$ cat config.mk
export PLATFORM = sky130hd
export DESIGN_NAME = mrhx_hopper
export DESIGN_NICKNAME = d
export VERILOG_FILES = /design/src/verilog/mrhx_pkg.sv /design/src/verilog/mrhx_hopper.sv /design/src/verilog/mrhx_stage_mem.sv
export SDC_FILE = /design/constraint.sdc
export NUM_CORES = 1
export LEC_CHECK = 0
export ABC_AREA = 1
export ABC_CLOCK_PERIOD_IN_PS = 2810
export BUFFER_PORTS_ARGS = -buffer_cell sky130_fd_sc_hd__buf_2
export CAP_MARGIN = 5
export CORE_MARGIN = 2
export CORE_UTILIZATION = 57
export DETAILED_ROUTE_END_ITERATION = 16
export PLACE_DENSITY = 0.8
export SKIP_LAST_GASP = 1
export SLEW_MARGIN = 10
export SYNTH_ARGS = -nofsm -noshare
export SYNTH_HDL_FRONTEND = slang
export SYNTH_SLANG_ARGS = --single-unit
$ cat constraint.sdc
create_clock -name mclk -period 2.81 [get_ports mclk]
set_input_delay 0.1405 -clock mclk [delete_from_list [all_inputs] [get_ports mclk]]
set_output_delay 0.1405 -clock mclk [all_outputs]
set_load 0.02 [all_outputs]
$ cat src/verilog/mrhx_pkg.sv
// package of constants and types for the memory request hopper with exchange sequencer
package mrhx_pkg;
  localparam int ADDR_W = 18;
  localparam int TAG_W = 6;
  localparam int MEM_ADDR_W = 17;
  localparam int STAGE_W = ADDR_W + TAG_W + 1;
  localparam int CLK_NS = 10;
  // timing figures in ns, counts derived from the clock period
  localparam int REISSUE_NS = 300;
  localparam int REISSUE_CYC = (REISSUE_NS + CLK_NS - 1) / CLK_NS;
  localparam int XFER_NS = 50;
  localparam int XFER_CYC = (XFER_NS + CLK_NS - 1) / CLK_NS;
  localparam int START_NS = 100;
  localparam int START_CYC = (START_NS + CLK_NS - 1) / CLK_NS;
  localparam int GO_NS = 165;
  localparam int GO_CYC = (GO_NS + CLK_NS - 1) / CLK_NS;
  localparam int LOAD_NS = 200;
  localparam int LOAD_CYC = (LOAD_NS + CLK_NS - 1) / CLK_NS;
  localparam int ISSUE_NS = 100;
  localparam int ISSUE_CYC = (ISSUE_NS + CLK_NS - 1) / CLK_NS;
  localparam int DONE_NS = 1630;
  localparam int DONE_CYC = (DONE_NS + CLK_NS - 1) / CLK_NS;
  localparam int CNT_W = 8;
  localparam logic [TAG_W-1:0] XTAG_FIRST = 6'h00;
  localparam logic [TAG_W-1:0] XTAG_LAST = 6'h0F;
  localparam logic [TAG_W-1:0] TAG_PC_SWAP = 6'h30;
  localparam logic [TAG_W-1:0] TAG_PP_READ = 6'h00;
  localparam logic [TAG_W-1:0] TAG_PP_WRITE = 6'h20;
  localparam logic [1:0] PARCEL_ONE = 2'h1;
  localparam int PC_LO = 36;
  localparam int PC_HI = 53;
  typedef enum logic [5:0] {
    XS_IDLE = 6'h01,
    XS_CAPTURE = 6'h02,
    XS_HALT = 6'h04,
    XS_START = 6'h08,
    XS_RUN = 6'h10,
    XS_DONE = 6'h20
  } mrhx_xstate_e;
endpackage

$ cat src/verilog/mrhx_hopper.sv
// memory request hopper: priority entry, re-issue loop and exchange sequencer
`timescale 1ns/1ps
`default_nettype none
module mrhx_hopper
  import mrhx_pkg::*;
#(
  parameter int ADDRW = ADDR_W
)
(
  // clock and reset
  input wire logic mclk,
  input wire logic rst_n,
  // central processor request
  input wire logic cp_req,
  input wire logic [ADDRW-1:0] cp_addr,
  input wire logic [TAG_W-1:0] cp_fdes_tag,
  input wire logic cp_tag_from_cpu,
  input wire logic [TAG_W-1:0] cp_cpu_tag,
  output logic cp_grant,
  // peripheral processor request
  input wire logic pp_req,
  input wire logic pp_write,
  input wire logic [ADDRW-1:0] pp_addr,
  input wire logic pp_xchg_pulse,
  output logic pp_grant,
  output logic xchg_complete,
  // processor state
  input wire logic cpu_running,
  input wire logic issue,
  input wire logic [1:0] parcel_cnt,
  input wire logic reservations_busy,
  input wire logic [ADDRW-1:0] pc_value,
  output logic cpu_halt,
  output logic pc_to_word,
  output logic pc_load,
  // memory side
  output logic mem_go,
  output logic mem_req,
  output logic [MEM_ADDR_W-1:0] mem_addr,
  input wire logic mem_accept,
  // tag taps for exit control and translators
  output logic [TAG_W-1:0] tag_s4,
  output logic [TAG_W-1:0] tag_s3,
  output logic [TAG_W-1:0] tag_s2,
  output logic [ADDRW-1:0] pc_word_data
);
  localparam int SW = ADDRW + TAG_W + 1;

  logic pp_xchg_s1;
  logic pp_xchg_s2;
  logic pp_xchg_d;
  logic xchg_rise;

  mrhx_xstate_e xs_reg, xs_next;
  logic [CNT_W-1:0] tcnt_reg, tcnt_next;
  logic [CNT_W-1:0] icnt_reg, icnt_next;
  logic [ADDRW-1:0] in_reg, in_next;
  logic [ADDRW-1:0] xaddr_reg, xaddr_next;
  logic [TAG_W-1:0] xtag_reg, xtag_next;
  logic halt_reg, halt_next;
  logic done_reg, done_next;
  logic xload_reg, xload_next;
  logic [SW-1:0] s1_reg, s1_next;
  logic [CNT_W-1:0] rcnt_reg, rcnt_next;
  logic [SW-1:0] park_reg, park_next;
  logic park_valid;
  logic [SW-1:0] s4;
  logic [SW-1:0] s3;
  logic [SW-1:0] s2;
  logic s1_valid;
  logic s2_pending;
  logic queue_empty;
  logic [1:0] outstanding;
  logic room;
  logic shift;
  logic take_reissue;
  logic take_cp;
  logic take_pp;
  logic take_x;
  logic [TAG_W-1:0] cp_tag;
  logic pc_swap_next;
  logic pc_swap_reg;
  logic [ADDRW-1:0] pcw_reg;

  function automatic logic [SW-1:0] pack(input logic [ADDRW-1:0] a, input logic [TAG_W-1:0] t);
    pack = {1'b1, t, a};
  endfunction

  function automatic logic [TAG_W-1:0] tag_of(input logic [SW-1:0] s);
    tag_of = s[ADDRW+TAG_W-1:ADDRW];
  endfunction

  // the pulse arrives from another unit, so it is synchronised first
  always_ff @(posedge mclk or negedge rst_n)
  begin
    if (!rst_n)
    begin
      pp_xchg_s1 <= 1'b0;
      pp_xchg_s2 <= 1'b0;
      pp_xchg_d <= 1'b0;
    end
    else
    begin
      pp_xchg_s1 <= pp_xchg_pulse;
      pp_xchg_s2 <= pp_xchg_s1;
      pp_xchg_d <= pp_xchg_s2;
    end
  end
  assign xchg_rise = pp_xchg_s2 & ~pp_xchg_d;

  mrhx_stage_mem #(.WIDTH(SW)) u_stages (
    .mclk(mclk),
    .rst_n(rst_n),
    .shift(shift),
    .din(s1_reg),
    .s4(s4),
    .s3(s3),
    .s2(s2)
  );

  // stage two's valid flag is not counted; an unaccepted copy is parked until its retry slot
  assign s1_valid = s1_reg[SW-1];
  assign s2_pending = s3[SW-1] & ~mem_accept;
  assign park_valid = park_reg[SW-1];
  assign outstanding = 2'(s1_valid) + 2'(s4[SW-1]) + 2'(s3[SW-1]);
  assign queue_empty = ~s1_valid & ~s4[SW-1] & ~s3[SW-1] & ~park_valid;
  // entry waits until the previous address is accepted: one parking slot then
  // never overflows, traded against back-to-back throughput
  assign room = (outstanding < 2'd3) && queue_empty;
  assign shift = 1'b1;

  assign cp_tag = cp_tag_from_cpu ? cp_cpu_tag : cp_fdes_tag;
  assign take_reissue = park_valid && (rcnt_reg == '0);
  assign take_x = ~take_reissue && xload_reg && room && (icnt_reg == '0);
  assign take_cp = ~take_reissue && ~halt_reg && cp_req && room;
  assign take_pp = ~take_reissue && ~take_cp && ~halt_reg && pp_req && room;
  assign cp_grant = take_cp;
  assign pp_grant = take_pp;

  // stage one entry and the re-issue interval
  always_comb
  begin
    s1_next = '0;
    park_next = park_reg;
    rcnt_next = (rcnt_reg == '0) ? '0 : rcnt_reg - 1'b1;
    // loaded in the issue cycle itself, so the retry lands one full interval later
    if (s1_valid)
      rcnt_next = CNT_W'(REISSUE_CYC - 2);
    if (take_reissue)
    begin
      s1_next = park_reg;
      park_next = '0;
    end
    else if (take_x)
      s1_next = pack(xaddr_reg, xtag_reg);
    else if (take_cp)
      s1_next = pack(cp_addr, cp_tag);
    else if (take_pp)
      s1_next = pack(pp_addr, pp_write ? TAG_PP_WRITE : TAG_PP_READ);
    if (s2_pending)
      park_next = s3;
  end

  // exchange sequencer
  always_comb
  begin
    xs_next = xs_reg;
    tcnt_next = tcnt_reg + 1'b1;
    icnt_next = (icnt_reg == '0) ? '0 : icnt_reg - 1'b1;
    in_next = in_reg;
    xaddr_next = xaddr_reg;
    xtag_next = xtag_reg;
    halt_next = halt_reg;
    done_next = 1'b0;
    xload_next = xload_reg;
    mem_go = 1'b0;
    unique case (xs_reg)
      XS_IDLE:
      begin
        tcnt_next = '0;
        if (xchg_rise)
        begin
          in_next = pp_addr;
          xs_next = XS_CAPTURE;
        end
      end
      XS_CAPTURE:
      begin
        if (tcnt_reg == CNT_W'(XFER_CYC - 1))
        begin
          xaddr_next = in_reg;
          xs_next = XS_HALT;
        end
      end
      XS_HALT:
      begin
        if (!cpu_running || (issue && parcel_cnt == PARCEL_ONE))
          halt_next = 1'b1;
        if (halt_reg && queue_empty && !reservations_busy && tcnt_reg >= CNT_W'(START_CYC - 1))
        begin
          tcnt_next = CNT_W'(START_CYC);
          xtag_next = XTAG_FIRST;
          xs_next = XS_START;
        end
        else if (tcnt_reg == CNT_W'(START_CYC - 1))
          tcnt_next = tcnt_reg;
      end
      XS_START:
      begin
        mem_go = (tcnt_reg == CNT_W'(GO_CYC));
        if (tcnt_reg == CNT_W'(LOAD_CYC - 1))
        begin
          xload_next = 1'b1;
          xs_next = XS_RUN;
        end
      end
      XS_RUN:
      begin
        if (take_x)
        begin
          icnt_next = CNT_W'(ISSUE_CYC - 1);
          if (xtag_reg == XTAG_LAST)
            xload_next = 1'b0;
          else
          begin
            xaddr_next = xaddr_reg + 1'b1;
            xtag_next = xtag_reg + 1'b1;
          end
        end
        if (!xload_reg && tcnt_reg >= CNT_W'(DONE_CYC - 1))
          xs_next = XS_DONE;
        else if (tcnt_reg >= CNT_W'(DONE_CYC - 1))
          tcnt_next = tcnt_reg;
      end
      XS_DONE:
      begin
        done_next = 1'b1;
        halt_next = 1'b0;
        xs_next = XS_IDLE;
      end
    endcase
  end

  // package first word: pc saved at bits 36-53 and reloaded on tag 60 with accept
  assign pc_swap_next = mem_accept && (tag_of(s3) == TAG_PC_SWAP) && s3[SW-1];

  always_ff @(posedge mclk or negedge rst_n)
  begin
    if (!rst_n)
    begin
      xs_reg <= XS_IDLE;
      tcnt_reg <= '0;
      icnt_reg <= '0;
      in_reg <= '0;
      xaddr_reg <= '0;
      xtag_reg <= '0;
      halt_reg <= 1'b0;
      done_reg <= 1'b0;
      xload_reg <= 1'b0;
      s1_reg <= '0;
      rcnt_reg <= '0;
      park_reg <= '0;
      pc_swap_reg <= 1'b0;
      pcw_reg <= '0;
    end
    else
    begin
      xs_reg <= xs_next;
      tcnt_reg <= tcnt_next;
      icnt_reg <= icnt_next;
      in_reg <= in_next;
      xaddr_reg <= xaddr_next;
      xtag_reg <= xtag_next;
      halt_reg <= halt_next;
      done_reg <= done_next;
      xload_reg <= xload_next;
      s1_reg <= s1_next;
      rcnt_reg <= rcnt_next;
      park_reg <= park_next;
      pc_swap_reg <= pc_swap_next;
      pcw_reg <= pc_swap_next ? pc_value : pcw_reg;
    end
  end

  // halt also covers a non-empty queue while a peripheral waits
  assign cpu_halt = halt_reg | (pp_req & ~room);
  assign xchg_complete = done_reg;
  assign mem_req = s1_valid;
  assign mem_addr = s1_reg[MEM_ADDR_W-1:0];
  assign tag_s4 = tag_of(s4);
  assign tag_s3 = tag_of(s3);
  assign tag_s2 = tag_of(s2);
  assign pc_to_word = pc_swap_reg;
  assign pc_load = pc_swap_reg;
  assign pc_word_data = pcw_reg;
endmodule
`default_nettype wire

$ cat src/verilog/mrhx_stage_mem.sv
// request queue stages two to four: shift store whose outputs come from registers
`timescale 1ns/1ps
`default_nettype none
module mrhx_stage_mem
  import mrhx_pkg::*;
#(
  parameter int WIDTH = STAGE_W
)
(
  // clock and reset
  input wire logic mclk,
  input wire logic rst_n,
  // shift input from the first stage
  input wire logic shift,
  input wire logic [WIDTH-1:0] din,
  // stage contents
  output logic [WIDTH-1:0] s4,
  output logic [WIDTH-1:0] s3,
  output logic [WIDTH-1:0] s2
);
  logic [WIDTH-1:0] s4_next;
  logic [WIDTH-1:0] s3_next;
  logic [WIDTH-1:0] s2_next;

  always_comb
  begin
    s4_next = shift ? din : s4;
    s3_next = shift ? s4 : s3;
    s2_next = shift ? s3 : s2;
  end

  always_ff @(posedge mclk or negedge rst_n)
  begin
    if (!rst_n)
    begin
      s4 <= '0;
      s3 <= '0;
      s2 <= '0;
    end
    else
    begin
      s4 <= s4_next;
      s3 <= s3_next;
      s2 <= s2_next;
    end
  end
endmodule
`default_nettype wire

### Yosys cells after proc, flatten, opt, wreduce, memory -nomap -nowiden

Index checks and enable logic that the tools add are counted.

* register bits after elaboration: 221
* input bits: 79

* add/sub/neg operators: 7
* magnitude comparators: 3
* equality and inequality tests: 24
* muxes and demuxes: 40
* bitwise operators: 17
* reduce and logical (&&, ||, !) cells: 37

Operator list (number)
* 2-to-1 mux 25 bit: 6
* 2-to-1 mux 8 bit: 9
* 2-to-1 mux 6 bit: 10
* 2-to-1 mux 18 bit: 3
* case mux 18 bit (2 select lines): 1
* case mux 6 bit (6 select lines): 1
* case mux 8 bit (3 select lines): 1
* logical AND 1 bit: 19
* adder 18 x 1 -> 18 bit, second input constant: 1
* != test 2 bit, second input constant: 9
* equality test 8 x 5 -> 1 bit, second input constant: 2
* zero test 8 bit: 2
* subtractor 8 x 1 -> 8 bit, second input constant: 2
* equality test 6 x 4 -> 1 bit, second input constant: 2
* equality test 6 bit, second input constant: 2
* case mux 6 bit (2 select lines): 1
* AND reduction 4 bit: 3
* NOT 1 bit: 10
* nonzero test 2 bit: 5
* adder 8 x 1 -> 8 bit, second input constant: 1
* equality test 8 x 3 -> 1 bit, second input constant: 1
* equality test 8 x 4 -> 1 bit, second input constant: 1
* >= comparator 8 x 4 -> 1 bit, second input constant: 1
* >= comparator 8 bit, second input constant: 1
* other kinds (18): 34

### Depth between registers and ports, before layout

Gate-level depths: netlist of the first run.

* word-level depth: 15
* depth in mapped cells: 13
* gate-level depth less buffers: 12

### Cells and area by module

Synthesis of the first run repeated with hierarchy kept, for this count alone.

* cell total of the unflattened synthesis: 1345
* area, all modules: 10632.7 sq um

Modules (own cells, without submodules)
* mrhx_hopper: times used 1, cells each 1028, area each 7812.5 sq um, sequential area each 3679.8 sq um
* mrhx_stage_mem: times used 1, cells each 317, area each 2820.2 sq um, sequential area each 1876.8 sq um

### Least setup slack after synthesis of the first run

Ideal clock, no wire load.

* kind: reg2reg
* start: reg s1_reg[24]
* end: reg s1_reg[23]
* arrival time: 2.007 ns
* required time: 2.694 ns
* path slack: 0.687 ns
* cell stages (with the launch flop): 11
* buffers on the path: 1
* clock period less this slack: 2.123 ns
* path through: dfrtp_1 > inv_1 > fa_1 > inv_1 > nand2_1 > nand3_4 > nor3_4 > buf_4 > a21oi_1 > nand2_1 > nand2_1

* longest elaborated chain between the ends: 15
* elaborated cells between the ends (all ways): 20
* those cells by class: add/sub (2); order compare (1); mux (4); bitwise (5); reduce/logical (8)

RTL lines
* from (decl): line mrhx_hopper.sv:63 `logic [SW-1:0] s1_reg, s1_next;`
* from (signal assigned): line mrhx_hopper.sv:277 `s1_reg <= s1_next;`
* parallel branches: the longest is 4 deep, another holds adder 1 x 1 -> 2 bit
* logical AND 1 bit (*): line mrhx_hopper.sv:129 `assign room = (outstanding < 2'd3) && queue_empty;`
* logical AND 1 bit: line mrhx_hopper.sv:135 `assign take_cp = ~take_reissue && ~halt_reg && cp_req && room;`
* NOT 1 bit: line mrhx_hopper.sv:136 `assign take_pp = ~take_reissue && ~take_cp && ~halt_reg && pp_req && room;`
* logical AND 1 bit (4 in a row): line mrhx_hopper.sv:136
* 2-to-1 mux 25 bit: line mrhx_hopper.sv:158 `else if (take_pp)`
* 2-to-1 mux 25 bit: line mrhx_hopper.sv:156 `else if (take_cp)`
* 2-to-1 mux 25 bit (*): line mrhx_hopper.sv:154 `else if (take_x)`
* 2-to-1 mux 25 bit (*): line mrhx_hopper.sv:149 `if (take_reissue)`
* named net s1_next[23]: line mrhx_hopper.sv:63

Mark *: on every way through the listed nets, which the timed path passes.
A chain may end at the register's enable or synchronous reset.

### Worst setup path after layout of the first run

* start: reg s1_reg[24]
* end: out pp_grant

* longest elaborated chain between the ends: 11
* elaborated cells between the ends (all ways): 14
* those cells by class: add/sub (2); order compare (1); bitwise (5); reduce/logical (6)

RTL lines
* parallel branches: the longest is 4 deep, another holds adder 1 x 1 -> 2 bit
* logical AND 1 bit (*): line mrhx_hopper.sv:129
* logical AND 1 bit: line mrhx_hopper.sv:135
* NOT 1 bit: line mrhx_hopper.sv:136
* logical AND 1 bit (3 in a row): line mrhx_hopper.sv:136
* logical AND 1 bit (*): line mrhx_hopper.sv:136
* to (decl): line mrhx_hopper.sv:25 `output logic pp_grant,`

Mark *: on every way between the ends.

==> results.py, run 1 <==
metrics = {
    "timing": {
        "period_share": 0.9278,
        "worst_slew_pin_slew_ns": 0.7799,
        "rsz0062_at_grt": "no",
        "setup_viol": 0,
        "drv_slew": 0,
        "skew_ns": 0.01056,
        "hold_violations": 0,
        "worst_slack_ns": 0.2030,
        "relSlewSlack": 0.4795,
        "holdWs_ns": 0.009927,
        "fin_crit_ns": 2.607,
        "fmax_mhz": 383.6,
        "tns_ns": 0,
    },
    "clocking": {
        "cts_buffer_depth": 2,
        "insertion_delay_ns": 0.43,
        "cts_root_buf": "clkbuf_16",
        "cts_tree": "built",
        "cts_max_level": 4,
        "clkTransAtPathRegs_ns": 0.07,
        "numCtsBuffers": 17,
        "ctsResizeCount": 0,
        "clock-sinks": 197,
    },
    "synth": {
        "synth_seq_cells": 197,
        "synth_cell_type_count": 42,
        "synth_area_sq_um": 9186,
        "async_flop_share": 1.000,
        "avgSynthCellArea_sq_um": 8.553,
        "ys_warn_count": 0,
        "seq_area_frac_synth": 0.5368,
        "ys.flop_type": "dfrtp_1",
        "synthCells": 1074,
        "synth-edff-count": 0,
        "syn-num-nets": 1165,
    },
    "routing": {
        "routed_wl_mm": 22.10,
        "drtIter0Drc": 623,
        "vias": 7687,
        "wl_met1_mm": 9.826,
        "drtPass1Iterations": 5,
        "wl_met3_mm": 1.444,
        "top_layer": "met4",
        "drt-vias-per-instance": 5.353,
        "wl_per_cell_um": 15.39,
        "drc": 0,
        "wl_met2_mm": 10.24,
        "final_antenna_net_count": 0,
    },
    "grt": {
        "grt_max_degree": 75,
        "gr-total-overflow": 0,
        "grt_util_all_layers": 0.2688,
        "grt_first_pass_wirelength_mm": 35.55,
        "first_global_vias": 7181,
        "grt_antenna_before_repair": 0,
    },
    "setup_path": {
        "critPathKind": "flop to output pin",
        "end_kind": "output pin",
        "slowest_stage": "fa_1",
        "worstSetupStartpointType": "flop",
        "crit_chain": "inv_1, fa_1, inv_1, nand2_1, nand3_4, nor2_1, nand3_1, inv_2, buf_2",
        "crit_family": "simple AND/OR/NAND/NOR gates",
        "cpPeakStageDelay_ns": 0.55,
        "path_buf_inv": 4,
        "required_ns": 2.67,
        "crit_top_cell": "inv_1",
        "critPathArrivalTime_ns": 2.47,
        "rr_worst_depth": 10,
        "cp.depth": 9,
        "critPathMaxFanout": 8,
    },
    "power": {
        "combPwrFrac": 0.092,
        "internal_power_uw": 4492,
        "p_sw_uw": 1597,
        "pwr-share-seq": 0.506,
        "power_uw": 6089,
        "swShare": 0.2623,
        "clkPwrFrac": 0.401,
        "p_per_area_nw_per_um2": 566.5,
        "vdd_ir_drop_max_uv": 386.8,
        "power_leakage_uw": 0.005836,
    },
    "final_layout": {
        "fillers": 1217,
        "diodes": 0,
        "nNetsFinal": 1298,
        "layout-drive-gt1-share": 0.1910,
        "syn_to_final_growth_pct": 17.00,
        "final_common_cell": "nand2_1",
        "seq_area_sq_um": 4931,
        "final_cell_mix": "nand2_1 (337), dfrtp_1 (196), buf_2 (136)",
        "multi_input_area_sq_um": 3488,
        "finish.utilization": 0.6791,
    },
    "place": {
        "post-dp-hpwl_mm": 15.07,
        "place_ws_ns": 0.5069,
        "gp_congestion": 0.9321,
        "port-buffer-count": 137,
    },
    "floorplan": {
        "num_rows": 46,
        "die-area_sq_um": 17150,
        "initial_core_util": 0.5804,
        "ios": 140,
        "die_h_um": 131.0,
        "core_area_sq_um": 15830,
        "die_w_um": 131.0,
    },
    "run_status": {
        "status": "finished clean",
    },
    "flow_run": {
        "cap_violations": 0,
    },
    "worst_hold_path": {
        "min_path_type": "input pin to flop",
        "worstHoldPathCells": 3,
    },
}
-- kinds of logic after synthesis --
group	count (synthesis)	synth area share
simple gates	590	0.2826
fa+ha+maj	12	0.01716
compound gates	95	0.05298
flops	197	0.5368
xor+xnor	9	0.008581
buf+inv	156	0.08349
mux	15	0.01839
-- tightest hold or removal path: stages --
cell     delay (ns)
buf_2          0.12
nor2_1         0.09
a21oi_1        0.04
-- metrics by stage --
stage               instances  instance area (sq um)
floorplan                1074                   9186
global placement         1373                   9832
detailed placement       1373                   9832
CTS                      1436                  10750
global route             1436                  10750
finish                   1436                  10750
-- routing by layer --
layer | vias up | GRT usage
met2 | 283 | 0.4173
met3 | 44 | 0.04397
met4 | 0 | 0.1039
met5 | - | 0
li1 | 3701 | -
met1 | 3659 | 0.3834
-- Yosys cell counts, drive strengths merged (7+ instances only) --
master,count,area [sq um]
mux2,15,168.9
nand3,97,508.0
nor3,21,116.4
inv,87,326.6
xor2,7,61.31
dfrtp,196,4905
nand2,346,1321
buf,57,395.4
nor2,72,292.8
clkbuf,11,41.29
o21ai,43,215.2
nand4,36,231.5
ha,11,137.6
a21oi,46,230.2
-- power groups by stage --
stage	Combinational [uW]	Clock, uW	Sequential (uW)
6_report	562	2440	3080
5_1_grt	639	2610	3100
4_1_cts	563	2470	3080
3_5_place_dp	528	0	3130
3_3_place_gp	511	0	3130
2_1_floorplan	330	0	3110
-- area by class of cell --
type / count / area share
multi-input combinational: 721 / 0.3246
clock inverter: 14 / 0.01548
clock buffer: 18 / 0.04086
tap: 216 / 0.02515
sequential: 197 / 0.4588
timing repair buffer: 182 / 0.1044
inverter: 88 / 0.03073
-- final timing paths --
check | start | end | slack, ns
worst max-delay path | s1_reg[24]$_DFF_PN0_ | pp_grant | 0.20
worst min register to register | u_stages.s4[5]$_DFF_PN0_ | u_stages.s3[5]$_DFF_PN0_ | 0.34
max in group asynchronous | rst_n | s1_reg[7]$_DFF_PN0_ | 1.66
min in group asynchronous | rst_n | tcnt_reg[2]$_DFFE_PN0P_ | 0.31
worst max register to register | s1_reg[24]$_DFF_PN0_ | s1_reg[20]$_DFF_PN0_ | 0.39
worst min-delay path | pp_addr[14] | in_reg[14]$_DFFE_PN0P_ | 0.01
-- what timing repair did --
item                                   in CTS  in global routing
hold buffers                               31                  0
endpoints found under the hold margin      99                  0
buffers inserted                            0                  0
(Power assumes the default switching activity.)
==> inputs of run 2 (changes only) <==
--- a/config.mk
+++ b/config.mk
@@ -12,7 +12,7 @@
 export CORE_MARGIN = 2
 export CORE_UTILIZATION = 57
 export DETAILED_ROUTE_END_ITERATION = 16
-export PLACE_DENSITY = 0.8
+export PLACE_DENSITY = 0.83
 export SKIP_LAST_GASP = 1
 export SLEW_MARGIN = 10
 export SYNTH_ARGS = -nofsm -noshare
==> run 2 against run 1 <==
The run now ends with hold timing left. Register-to-register slack improved by 0.05 ns. Total power increased by 2.0%. Critical path type unchanged. Non-clock buffer count is 3 higher. First-iteration DRC count rose by 13%. Clock skew fell by 0.00058 ns. Sequential share of layout area decreased by 0.22 points. Clock power grew 5%. Critical path depth unchanged. Critical endpoint is now cp_grant. Die area did not move. Largest cell class unchanged. Combinational power hardly changed.
==> results.py, run 2 (synthesis gave the netlist of run 1 again) <==
metrics = {
    "routing": {
        "drc": 0,
        "drtPass1Iterations": 5,
        "routed_wl_mm": 21.53,
        "vias": 7740,
        "drtIter0Drc": 706,
        "drt-vias-per-instance": 5.382,
        "wl_per_cell_um": 14.97,
        "final_antenna_net_count": 0,
    },
    "setup_path": {
        "critPathMaxFanout": 9,
        "critPathKind": "flop to output pin",
        "critPathArrivalTime_ns": 2.47,
        "end_kind": "output pin",
        "required_ns": 2.67,
        "worstSetupStartpointType": "flop",
    },
    "timing": {
        "rsz0062_at_grt": "no",
        "fin_crit_ns": 2.612,
        "skew_ns": 0.009983,
        "drv_slew": 0,
        "setup_viol": 0,
        "relSlewSlack": 0.4929,
        "holdWs_ns": -0.003120,
        "hold_violations": 2,
        "tns_ns": 0,
        "period_share": 0.9295,
        "fmax_mhz": 382.9,
        "worst_slew_pin_slew_ns": 0.7598,
    },
    "place": {
        "port-buffer-count": 137,
        "gp_congestion": 0.9348,
        "dp.cells": 1373,
        "post-dp-hpwl_mm": 14.72,
    },
    "run_status": {
        "failed_checks": "hold timing",
        "status": "finished with violations",
    },
    "worst_hold_path": {
        "min_path_type": "input pin to flop",
    },
    "power": {
        "power_leakage_uw": 0.005860,
        "vdd_ir_drop_max_uv": 461.5,
        "p_per_area_nw_per_um2": 574.9,
    },
    "final_layout": {
        "multi_input_area_sq_um": 3488,
        "nNetsFinal": 1301,
        "final_common_cell": "nand2_1",
        "syn_to_final_growth_pct": 17.57,
        "diodes": 0,
        "fillers": 1192,
        "finish.utilization": 0.6824,
        "final_cell_mix": "nand2_1 (337), dfrtp_1 (196), buf_2 (136)",
        "seq_area_sq_um": 4931,
        "stdcell_count": 1438,
        "layout-drive-gt1-share": 0.1899,
    },
    "floorplan": {
        "die_w_um": 131.0,
        "die-area_sq_um": 17150,
        "initial_core_util": 0.5804,
        "core_area_sq_um": 15830,
        "ios": 140,
        "num_rows": 46,
        "die_h_um": 131.0,
    },
    "grt": {
        "gr-total-overflow": 0,
        "grt_antenna_before_repair": 0,
        "grt_util_all_layers": 0.2580,
        "grt_max_degree": 93,
        "grt_first_pass_wirelength_mm": 34.13,
        "first_global_vias": 7045,
    },
    "clocking": {
        "cts_buffer_depth": 2,
        "insertion_delay_ns": 0.44,
        "cts_max_level": 4,
        "cts_tree": "built",
        "clock-sinks": 197,
        "clkTransAtPathRegs_ns": 0.07,
        "numCtsBuffers": 17,
        "cts_root_buf": "clkbuf_16",
    },
    "flow_run": {
        "cap_violations": 0,
    },
}
## run 2: cell count changes in the layout (fill, tap and decap cells not counted)
cell,previous run,this run
bufinv_16,1,3
clkinv_2,2,1
clkinv_4,3,2
clkinv_8,3,1
dlygate4sd3_1,31,34
inv_6,2,3
## run 2: worst paths after layout
kind	startpoint	slack (ns)	depth (start not counted)	endpoint
setup / recovery	s1_reg[24]$_DFF_PN0_	0.20	9	cp_grant
min in group asynchronous	rst_n	0.31	2	tcnt_reg[1]$_DFFE_PN0P_
max in group asynchronous	rst_n	1.61	3	xaddr_reg[15]$_DFFE_PN0P_
hold / removal	pp_addr[2]	-0.003	3	in_reg[2]$_DFFE_PN0P_
setup reg to reg	xs_reg[2]$_DFFE_PN0P_	0.44	9	xaddr_reg[7]$_DFFE_PN0P_
hold reg to reg	u_stages.s4[4]$_DFF_PN0_	0.34	0	u_stages.s3[4]$_DFF_PN0_
## run 2: power by group
part           switching [uW]  total [uW]  internal, uW
combinational             340         562           222
clock                    1110        2560          1450
sequential                104        3080          2980
total                    1550        6210          4650
## run 2: critical path, stage by stage, from the launching register on
cell and delay (ns):
dfrtp_1 0.39, inv_1 0.12, fa_1 0.55, inv_1 0.04, nand2_1 0.09, nand3_4 0.11, nor2_1 0.15, nand3_1 0.16
inv_2 0.22, buf_2 0.20
## run 2: through the flow
stage / power (uW) / setup slack, ns / hold slack, ns / instance area [sq um]
finish: 6209 / 0.1981 / -0.003120 / 10800
global route: 6451 / 0.03146 / 0.0002291 / 10800
CTS: 6242 / 0.1863 / 0.001065 / 10800
detailed placement: 3659 / 0.5249 / 0.2440 / 9832
global placement: 3631 / 0.5864 / 0.2440 / 9832
floorplan: 3437 / 0.6866 / -0.1551 / 9186
## run 2: final cells by class
cell class | count | share of cell area
clock buffers | 18 | 0.04066
inverters | 88 | 0.03058
multi-input cells | 721 | 0.3230
repair buffers | 185 | 0.1067
well taps | 216 | 0.02502
flip-flops and latches | 197 | 0.4566
clock inverters | 13 | 0.01749
## run 2: metal layers
metal  up-vias  global-route usage  wire length, um
met2       310              0.4209            10010
met5         -                   0                0
li1       3723                   -                -
met1      3663              0.3546             9621
met3        44             0.04967             1446
met4         0             0.07697              453
## run 2: repair_timing
action                                 CTS  global route
endpoints found under the hold margin  121             0
gates resized for setup                  0             0
hold buffers                            34             0
buffers inserted                         0             0
